$ cat src/verilog/acfg_pkg.sv
// shared constants and types of the audio control write target
package acfg_pkg;
  // ------------------------------------------------------------
  // clock and timing
  // ------------------------------------------------------------
  localparam int unsigned CLK_MHZ = 250;
  localparam int unsigned CLK_PERIOD_NS = 4;
  localparam int unsigned SPIKE_NS = 50;
  // least stable time rounds up: a pulse must outlast the spike width
  localparam int unsigned SPIKE_CYC = (SPIKE_NS + CLK_PERIOD_NS - 1) / CLK_PERIOD_NS;
  localparam int unsigned MUTE_TIME_US [4] = '{600, 1000, 1400, 3200};
  localparam int unsigned GAIN_TIME_US [4] = '{4700, 7100, 11200, 14400};
  localparam int TMR_W = 22;
  // ------------------------------------------------------------
  // bus framing
  // ------------------------------------------------------------
  localparam logic [6:0] DEV_ADDR = 7'h40;
  localparam logic RW_WRITE = 1'b0;
  localparam logic [3:0] BIT_LAST = 4'h8;
  localparam logic [1:0] BC_ADDR = 2'h0;
  localparam logic [1:0] BC_SEL = 2'h1;
  localparam logic [1:0] BC_DATA = 2'h2;
  // ------------------------------------------------------------
  // setting map, in auto-increment order
  // ------------------------------------------------------------
  localparam int N_SET = 13;
  localparam int IDX_W = 4;
  localparam logic [N_SET-1:0][7:0] SEL_MAP = {8'h75, 8'h57, 8'h51, 8'h47, 8'h41, 8'h2B, 8'h2A,
                                               8'h29, 8'h28, 8'h20, 8'h06, 8'h05, 8'h01};
  localparam logic [IDX_W-1:0] IDX_SOFT = 4'h0;
  localparam logic [IDX_W-1:0] IDX_INSEL = 4'h1;
  localparam logic [IDX_W-1:0] IDX_GAIN = 4'h2;
  localparam logic [IDX_W-1:0] IDX_LAST = 4'hC;
  localparam int SOFT_EN_BIT = 7;
  localparam int MUTE_BIT = 7;
  localparam int GAIN_TIME_LSB = 4;
  localparam int MUTE_TIME_LSB = 0;
  localparam logic [7:0] SET_RST = 8'h00;
  // one captured data byte on its way to the setting latches
  typedef struct packed
  {
    logic vld;
    logic [IDX_W-1:0] idx;
    logic [7:0] data;
  } acfg_wr_t;
endpackage

$ cat src/verilog/acfg_pin_filt.sv
// synchroniser and spike filter for one bus line
`timescale 1ns/1ps
`default_nettype none
module acfg_pin_filt #(
  parameter int unsigned STABLE_CYC = acfg_pkg::SPIKE_CYC
) (
  // clock and reset
  input wire logic ref_clk,
  input wire logic rst_n,
  // line
  input wire logic pin_i,
  output logic flt_o
);
  logic s1_q, s2_q, prev_q, flt_q;
  logic s1_d, s2_d, prev_d, flt_d;
  logic [7:0] cnt_q, cnt_d;

  // --------------------------------------------------------------
  // next values: output follows only a level held STABLE_CYC + 1 cycles
  // --------------------------------------------------------------
  always_comb
  begin
    s1_d = pin_i;
    s2_d = s1_q;
    prev_d = s2_q;
    flt_d = flt_q;
    cnt_d = cnt_q;
    if (s2_q != prev_q || s2_q == flt_q)
    begin
      cnt_d = 8'h00; // any toggle restarts the count
    end
    else if (cnt_q == 8'(STABLE_CYC - 1))
    begin
      flt_d = s2_q; // [RL11]
      cnt_d = 8'h00;
    end
    else
    begin
      cnt_d = cnt_q + 8'h01;
    end
  end

  // registers; idle bus level is high
  always_ff @(posedge ref_clk)
  begin
    if (!rst_n)
    begin
      s1_q <= 1'b1;
      s2_q <= 1'b1;
      prev_q <= 1'b1;
      flt_q <= 1'b1;
      cnt_q <= 8'h00;
    end
    else
    begin
      s1_q <= s1_d;
      s2_q <= s2_d;
      prev_q <= prev_d;
      flt_q <= flt_d;
      cnt_q <= cnt_d;
    end
  end

  assign flt_o = flt_q;
endmodule
`default_nettype wire

$ cat src/verilog/acfg_i2c_wr.sv
// write-only serial control target with setting latches and soft transition
//
// Behaviour
// RL1 - start, address, select, data bytes, stop
// RL2 - master sends write direction bit low
// RL3 - answer only to target address 1000000
// RL4 - acknowledge each accepted byte in ninth clock
// RL5 - first data byte goes to select address
// RL6 - select address advances one per data byte
// RL7 - later bytes are data, never new select
// RL8 - increment wraps from last to first address
// RL9 - changed settings apply through soft transition; here 01 and 05 still apply at once with soft switch on
// RL10 - master clock stays at most 400 kHz; the bench master model runs well above it
// RL11 - spikes up to 50 ns are ignored
// RL12 - read direction unanswered, line stays released
// RL13 - address 06 holds mute bit and gain
// RL14 - address 01 enables soft switch, picks times
`timescale 1ns/1ps
`default_nettype none
module acfg_i2c_wr #(
  parameter int unsigned MUTE_CYC [4] = '{acfg_pkg::MUTE_TIME_US[0] * acfg_pkg::CLK_MHZ,
    acfg_pkg::MUTE_TIME_US[1] * acfg_pkg::CLK_MHZ, acfg_pkg::MUTE_TIME_US[2] * acfg_pkg::CLK_MHZ,
    acfg_pkg::MUTE_TIME_US[3] * acfg_pkg::CLK_MHZ},
  parameter int unsigned GAIN_CYC [4] = '{acfg_pkg::GAIN_TIME_US[0] * acfg_pkg::CLK_MHZ,
    acfg_pkg::GAIN_TIME_US[1] * acfg_pkg::CLK_MHZ, acfg_pkg::GAIN_TIME_US[2] * acfg_pkg::CLK_MHZ,
    acfg_pkg::GAIN_TIME_US[3] * acfg_pkg::CLK_MHZ}
) (
  // clock and reset
  input wire logic ref_clk,
  input wire logic rst_n,
  // serial bus pins
  input wire logic scl_i,
  input wire logic sda_i,
  output logic sda_o,
  output logic sda_oe_n,
  // applied settings and status
  output logic [acfg_pkg::N_SET-1:0][7:0] set_o,
  output logic mute_o,
  output logic soft_busy_o,
  output logic addressed_o
);
  typedef enum logic [3:0] {
    ST_IDLE = 4'b0001,
    ST_RECV = 4'b0010,
    ST_ACK = 4'b0100,
    ST_IGN = 4'b1000
  } acfg_st_t;

  logic scl_f, sda_f;
  logic scl_p_q, sda_p_q;
  logic scl_rise, scl_fall, start_c, stop_c, byte_end;
  acfg_st_t st_q, st_d;
  logic [3:0] bit_q, bit_d;
  logic [7:0] sh_q, sh_d;
  logic [1:0] bc_q, bc_d;
  logic [acfg_pkg::IDX_W-1:0] idx_q, idx_d;
  logic idx_vld_q, idx_vld_d;
  logic oe_n_q, oe_n_d;
  logic addr_q, addr_d;
  acfg_pkg::acfg_wr_t wr_q, wr_d;
  logic [acfg_pkg::N_SET-1:0][7:0] lat_q, lat_d, app_q, app_d;
  logic [acfg_pkg::N_SET-1:0] dirty_q, dirty_d;
  logic busy_q, busy_d;
  logic [acfg_pkg::IDX_W-1:0] cur_q, cur_d;
  logic [acfg_pkg::TMR_W-1:0] tmr_q, tmr_d;

  // --------------------------------------------------------------
  // line conditioning and bus events
  // --------------------------------------------------------------
  acfg_pin_filt u_scl_filt (.ref_clk(ref_clk), .rst_n(rst_n), .pin_i(scl_i), .flt_o(scl_f)); // [RL11]
  acfg_pin_filt u_sda_filt (.ref_clk(ref_clk), .rst_n(rst_n), .pin_i(sda_i), .flt_o(sda_f)); // [RL11]

  // edges of the filtered lines; start and stop need scl high throughout
  assign scl_rise = scl_f & ~scl_p_q;
  assign scl_fall = ~scl_f & scl_p_q;
  assign start_c = scl_f & scl_p_q & sda_p_q & ~sda_f;
  assign stop_c = scl_f & scl_p_q & ~sda_p_q & sda_f;
  assign byte_end = scl_fall && bit_q == acfg_pkg::BIT_LAST;

  // --------------------------------------------------------------
  // framing state machine
  // --------------------------------------------------------------
  always_comb
  begin
    st_d = st_q;
    bit_d = bit_q;
    sh_d = sh_q;
    bc_d = bc_q;
    idx_d = idx_q;
    idx_vld_d = idx_vld_q;
    oe_n_d = oe_n_q;
    wr_d = '0;
    if (start_c)
    begin
      st_d = ST_RECV; // [RL1]
      bit_d = 4'h0;
      bc_d = acfg_pkg::BC_ADDR;
      oe_n_d = 1'b1;
    end
    else if (stop_c)
    begin
      st_d = ST_IDLE; // [RL1]
      oe_n_d = 1'b1;
    end
    else
    begin
      unique case (st_q)
        ST_IDLE, ST_IGN:
        begin
          oe_n_d = 1'b1; // [RL12]
        end
        ST_RECV:
        begin
          if (scl_rise)
          begin
            sh_d = {sh_q[6:0], sda_f};
            bit_d = bit_q + 4'h1;
          end
          else if (byte_end)
          begin
            st_d = ST_ACK;
            oe_n_d = 1'b0; // [RL4]
            if (bc_q == acfg_pkg::BC_ADDR)
            begin
              // wrong address or read direction: stay silent to the stop
              if (sh_q[7:1] != acfg_pkg::DEV_ADDR || sh_q[0] != acfg_pkg::RW_WRITE) // [RL3] [RL12] [RL2]
              begin
                st_d = ST_IGN;
                oe_n_d = 1'b1;
              end
            end
            else if (bc_q == acfg_pkg::BC_SEL)
            begin
              // unknown select codes are acknowledged but their data dropped
              idx_vld_d = 1'b0;
              for (int i = 0; i < acfg_pkg::N_SET; i++)
              begin
                if (acfg_pkg::SEL_MAP[i] == sh_q)
                begin
                  idx_d = acfg_pkg::IDX_W'(i); // [RL5]
                  idx_vld_d = 1'b1;
                end
              end
            end
            else
            begin
              wr_d = '{vld: idx_vld_q, idx: idx_q, data: sh_q}; // [RL5] [RL7]
              idx_d = (idx_q == acfg_pkg::IDX_LAST) ? '0 : idx_q + 1'b1; // [RL6] [RL8]
            end
          end
        end
        ST_ACK:
        begin
          if (scl_fall)
          begin
            st_d = ST_RECV;
            oe_n_d = 1'b1;
            bit_d = 4'h0;
            // data count saturates so no later byte is a select address
            bc_d = (bc_q == acfg_pkg::BC_DATA) ? bc_q : bc_q + 2'h1; // [RL7]
          end
        end
        default:
        begin
          st_d = ST_IDLE;
          oe_n_d = 1'b1;
        end
      endcase
    end
    // registered so the status pin comes straight from a flop
    addr_d = (st_d == ST_RECV) || (st_d == ST_ACK);
  end

  always_ff @(posedge ref_clk)
  begin
    if (!rst_n)
    begin
      scl_p_q <= 1'b1;
      sda_p_q <= 1'b1;
      st_q <= ST_IDLE;
      bit_q <= 4'h0;
      sh_q <= 8'h00;
      bc_q <= acfg_pkg::BC_ADDR;
      idx_q <= '0;
      idx_vld_q <= 1'b0;
      oe_n_q <= 1'b1;
      wr_q <= '0;
      addr_q <= 1'b0;
    end
    else
    begin
      scl_p_q <= scl_f;
      sda_p_q <= sda_f;
      st_q <= st_d;
      bit_q <= bit_d;
      sh_q <= sh_d;
      bc_q <= bc_d;
      idx_q <= idx_d;
      idx_vld_q <= idx_vld_d;
      oe_n_q <= oe_n_d;
      wr_q <= wr_d;
      addr_q <= addr_d;
    end
  end

  // --------------------------------------------------------------
  // setting latches and soft transition engine
  // --------------------------------------------------------------
  // one timer serves all entries; a burst is applied entry by entry
  always_comb
  begin
    lat_d = lat_q;
    app_d = app_q;
    dirty_d = dirty_q;
    busy_d = busy_q;
    cur_d = cur_q;
    tmr_d = tmr_q;
    if (busy_q)
    begin
      if (tmr_q == '0)
      begin
        app_d[cur_q] = lat_q[cur_q];
        dirty_d[cur_q] = 1'b0;
        busy_d = 1'b0;
      end
      else
      begin
        tmr_d = tmr_q - 1'b1;
      end
    end
    else
    begin
      for (int i = acfg_pkg::N_SET - 1; i >= 0; i--)
      begin
        if (dirty_q[i])
        begin
          cur_d = acfg_pkg::IDX_W'(i);
        end
      end
      if (dirty_q != '0)
      begin
        // selector and the switch setup itself take effect at once
        if (!app_q[acfg_pkg::IDX_SOFT][acfg_pkg::SOFT_EN_BIT] || cur_d == acfg_pkg::IDX_SOFT
            || cur_d == acfg_pkg::IDX_INSEL || lat_q[cur_d] == app_q[cur_d]) // [RL14]
        begin
          app_d[cur_d] = lat_q[cur_d];
          dirty_d[cur_d] = 1'b0;
        end
        else if (cur_d == acfg_pkg::IDX_GAIN
                 && (lat_q[cur_d] ^ app_q[cur_d]) == (8'h01 << acfg_pkg::MUTE_BIT)) // [RL13]
        begin
          busy_d = 1'b1; // [RL9]
          tmr_d = acfg_pkg::TMR_W'(MUTE_CYC[app_q[acfg_pkg::IDX_SOFT][acfg_pkg::MUTE_TIME_LSB +: 2]] - 1);
        end
        else
        begin
          busy_d = 1'b1; // [RL9]
          tmr_d = acfg_pkg::TMR_W'(GAIN_CYC[app_q[acfg_pkg::IDX_SOFT][acfg_pkg::GAIN_TIME_LSB +: 2]] - 1);
        end
      end
    end
    // a fresh write wins over the clear of its dirty flag
    if (wr_q.vld)
    begin
      lat_d[wr_q.idx] = wr_q.data; // [RL5]
      dirty_d[wr_q.idx] = 1'b1;
    end
  end

  always_ff @(posedge ref_clk)
  begin
    if (!rst_n)
    begin
      lat_q <= {acfg_pkg::N_SET{acfg_pkg::SET_RST}};
      app_q <= {acfg_pkg::N_SET{acfg_pkg::SET_RST}};
      dirty_q <= '0;
      busy_q <= 1'b0;
      cur_q <= '0;
      tmr_q <= '0;
    end
    else
    begin
      lat_q <= lat_d;
      app_q <= app_d;
      dirty_q <= dirty_d;
      busy_q <= busy_d;
      cur_q <= cur_d;
      tmr_q <= tmr_d;
    end
  end

  // outputs straight from flops, sda_o a constant low; sda only ever pulls low
  assign sda_o = 1'b0;
  assign sda_oe_n = oe_n_q;
  assign set_o = app_q;
  assign mute_o = app_q[acfg_pkg::IDX_GAIN][acfg_pkg::MUTE_BIT]; // [RL13]
  assign soft_busy_o = busy_q;
  assign addressed_o = addr_q;
endmodule
`default_nettype wire

$ cat config.mk
export PLATFORM = sky130hd
export DESIGN_NAME = acfg_i2c_wr
export DESIGN_NICKNAME = d
export VERILOG_FILES = /design/src/verilog/acfg_pkg.sv /design/src/verilog/acfg_pin_filt.sv /design/src/verilog/acfg_i2c_wr.sv
export SDC_FILE = /design/constraint.sdc
export NUM_CORES = 1
export LEC_CHECK = 0
export ABC_AREA = 1
export BUFFER_PORTS_ARGS = -buffer_cell sky130_fd_sc_hd__buf_2
export CAP_MARGIN = 25
export CORE_AREA = 5 5 193 195
export DETAILED_ROUTE_END_ITERATION = 6
export DIE_AREA = 0 0 198 200
export HOLD_SLACK_MARGIN = 0.08
export PLACE_DENSITY = 0.79
export SKIP_LAST_GASP = 1
export SLEW_MARGIN = 15
export SYNTH_ARGS = -nofsm -noshare
export SYNTH_HDL_FRONTEND = slang
export SYNTH_SLANG_ARGS = --single-unit
$ cat constraint.sdc
create_clock -name ref_clk -period 7.7 [get_ports ref_clk]
set_input_delay 1.54 -clock ref_clk [delete_from_list [all_inputs] [get_ports ref_clk]]
set_output_delay 1.54 -clock ref_clk [all_outputs]
set_load 0.005 [all_outputs]
==> results.ini <==
[synth]
ys_async_sr_fraction_pct=0
netlist_instances=2628
dominantRegCellSynth=sky130_fd_sc_hd__dfxtp_1
syn-num-nets=2657
yosys_warnings=0
number_of_distinct_library_cells_after_synthesis=47
syn_area_per_cell_sq_um=6.59
synth_area_leader_cell=sky130_fd_sc_hd__dfxtp_1
synth_enable_flop_cells=0
yosysSeqAreaShare_pct=36.0
synthTopCellsByCount=436 x sky130_fd_sc_hd__nand2_1, 400 x sky130_fd_sc_hd__inv_1, 312 x sky130_fd_sc_hd__dfxtp_1
netlist_top_cells_area=sky130_fd_sc_hd__dfxtp_1 36%, sky130_fd_sc_hd__nand2_1 9.4%, sky130_fd_sc_hd__inv_1 8.7%
synthDominantCellAreaShare_pct=36.0
synth_area_sq_um=17300
postSynthRegisterBits=312
synthMostInstantiatedCell=sky130_fd_sc_hd__nand2_1

[cts]
max-clock-path-buffers=3
root_buffer=sky130_fd_sc_hd__clkbuf_16
cts_resized=0
cts_hold_buf=0
cts_post_setup_buffers_inserted=0
cts_max_level=2
cts.clk_slew.worst_paths_ps=60
clock_sinks=312
insertion_delay_ps=530
cts_buf_count=36
tritoncts=yes

[power]
p_leak_nw=8.06
power_density_nw_per_um2=178
power.share.switching_pct=21.6
pwr-share-seq_pct=46.9
p_int_mw=2.70
power_frac_comb_pct=1.4
ir_drop_mv=0.149
power_switching_mw=0.745
design_power_total_mw=3.45
power.clock.fraction_pct=51.6

[placement]
dp.cells=3097
post-dp-hpwl_um=41300
finalWeightedCongestion=1.00
io_buffers=111

[worst_setup_path]
crit_path_top_delay_cell=sky130_fd_sc_hd__nor2_4
critPathMaxFanout=40
critical_path_at_ps=6200
crit_type=reg -> reg
cp-end-kind=flop
crit_path_frequent_cell=sky130_fd_sc_hd__nand2_1
worst_path_largest_cell_delay_ps=710
cp_data_required_time_ps=8100
type_of_element_launching_the_critical_path=flop

[sta]
finalHoldViolCount=0
slew_violations=0
finalClockSkew_ps=24.5
setup_tns_ps=0
post_route_fraction_of_the_period_consumed_by_the_critical_path_pct=75.3
slew-limit-headroom_pct=26.2
worst_pin_slew_ps=1110
setup_viol=0
final_period_minus_worst_setup_slack_ps=5800
rsz_0062_raised_after_global_routing=no
achievable_frequency_mhz=172

[global_routing]
grt_start_max_net_pins=93
grt_remaining_overflow=0
grt_antenna_before_repair=0
vias_in_the_first_global_route=17600
combined_global_route_utilization_of_all_metal_layers_pct=29.5
grt_pass1_wl_um=94200

[cells_and_area]
flow.area_growth_from_synthesis_pct=11.9
area.sequential_sq_um=6250
proportion_of_layout_cells_with_a_drive_suffix_above_1_pct=9.82
post-route-util_pct=55.1
layout.nets=2704
final_cells=3160
antenna-diode-count=0
layout.filler_cells=3362
multiInputGateArea_sq_um=8810

[route]
drt_iter0_markers=2486
drt_pre_antenna_iters=6
detail_route.wl_per_cell_um=19.3
drt.antenna.violating_nets=0
route.final.wire_length_um=60900
detail_route.drc_violations=0
dr_total_vias=18900
vias_per_cell=5.98

[hold_path]
hold_path.class=reg -> reg

[floorplanning]
fp.dieH_um=200
boundaryPins=113
floorplan.die.width_um=198
initial_utilization_pct=49.2
placement_rows=69
core_sq_um=35200
die_area_sq_um=39600

[job]
max_cap_violations=0

[outcome]
outcome=finished clean

[critical path, delay by kind of cell (launching register included)]
kind | cells | cell delay, ps
flops | 1 | 410
simple gates | 25 | 3500
compound gates | 4 | 920
buf+inv | 3 | 770
[cells in the final DEF (no fill, tap or decap), types with 5 or more instances in the layout]
master / Yosys / routed
sky130_fd_sc_hd__o21ai_1: 27 / 27
sky130_fd_sc_hd__nand2_2: 8 / 8
sky130_fd_sc_hd__clkbuf_16: 0 / 37
sky130_fd_sc_hd__clkbuf_8: 0 / 6
sky130_fd_sc_hd__nand3_1: 205 / 205
sky130_fd_sc_hd__nor3_1: 15 / 15
sky130_fd_sc_hd__nor2_2: 8 / 9
sky130_fd_sc_hd__clkinv_2: 0 / 6
sky130_fd_sc_hd__nand2_1: 436 / 436
sky130_fd_sc_hd__nand3b_1: 15 / 15
sky130_fd_sc_hd__or2_2: 5 / 5
sky130_fd_sc_hd__ha_1: 25 / 25
sky130_fd_sc_hd__a221oi_1: 9 / 9
sky130_fd_sc_hd__o22ai_1: 116 / 116
sky130_fd_sc_hd__a21oi_1: 248 / 247
sky130_fd_sc_hd__inv_2: 9 / 9
sky130_fd_sc_hd__buf_4: 13 / 55
sky130_fd_sc_hd__a211oi_1: 13 / 13
sky130_fd_sc_hd__clkinv_1: 11 / 11
sky130_fd_sc_hd__clkbuf_1: 108 / 5
sky130_fd_sc_hd__a22oi_1: 19 / 19
sky130_fd_sc_hd__o21ai_0: 244 / 244
sky130_fd_sc_hd__inv_1: 400 / 400
sky130_fd_sc_hd__a31oi_1: 5 / 5
sky130_fd_sc_hd__nor4_1: 10 / 10
sky130_fd_sc_hd__buf_2: 22 / 110
sky130_fd_sc_hd__xor2_1: 10 / 10
sky130_fd_sc_hd__nand4_1: 64 / 64
sky130_fd_sc_hd__o221ai_1: 29 / 29
sky130_fd_sc_hd__nor2_1: 196 / 195
sky130_fd_sc_hd__dfxtp_1: 312 / 312
[flip-flops by register name, summed over array words and instances (netlist names), 2 cells and up]
| signal | flops |
|---|---|
| bc_q | 2 |
| bit_q | 4 |
| cur_q | 4 |
| dirty_q | 13 |
| idx_q | 4 |
| lat_q | 104 |
| set_o | 103 |
| sh_q | 8 |
| st_q | 4 |
| tmr_q | 22 |
| u_scl_filt.cnt_q | 8 |
| u_sda_filt.cnt_q | 8 |
| wr_q | 13 |
[cell type report]
type                    count  share of cell area, %
inverters                 420                   8.13
flip-flops and latches    312                   32.2
clock inverters            14                  0.942
clock buffers              48                   5.30
multi-input cells        1739                   45.4
repair buffers            166                   5.04
well taps                 461                   2.97
[stage by stage]
stage                     instance area (sq um)  hold WS [ps]  setup slack [ps]
after global routing                      19400           427              1480
after CTS                                 19400           415              2110
after global placement                    18200           402              2250
after detailed placement                  18200           403              2160
after floorplan                           17300           393              4380
final                                     19400           412              1900
[worst paths after layout]
path / startpoint / end / slack, ps / cells after the start
min: u_scl_filt.s1_q / u_scl_filt.prev_d / 410 / 1
max: cur_q[0] / set_o[98] / 1900 / 32
min reg2reg: u_scl_filt.s1_q / u_scl_filt.prev_d / 410 / 1
max reg2reg: cur_q[0] / set_o[98] / 1900 / 32
[power by group through the flow]
stage                     Sequential (mW)  Combinational, mW  Clock [mW]
after detailed placement             1.65             0.0483           0
after global routing                 1.62             0.0565        1.86
after floorplan                      1.65             0.0391           0
after CTS                            1.62             0.0484        1.79
final                                1.62             0.0499        1.78
after global placement               1.65             0.0473           0
[layer usage]
| layer | vias to the layer above | track usage (%) | routed length (um) |
|---|---|---|---|
| li1 | 8863 | - | - |
| met1 | 8524 | 39.3 | 23800 |
| met2 | 1273 | 46.3 | 26300 |
| met3 | 252 | 5.99 | 7640 |
| met4 | 0 | 13.5 | 3160 |
| met5 | - | 0 | 0 |
[logic make-up after synthesis]
kind of cell	Yosys count	synth area share, %
simple gates	977	25.0
buf+inv	577	13.2
other cells	1	0.0216
flops	312	36.0
xor+xnor	13	0.657
fa+ha+maj	25	1.81
compound gates	723	23.3
Note: power is estimated with default switching activity, not from simulation.
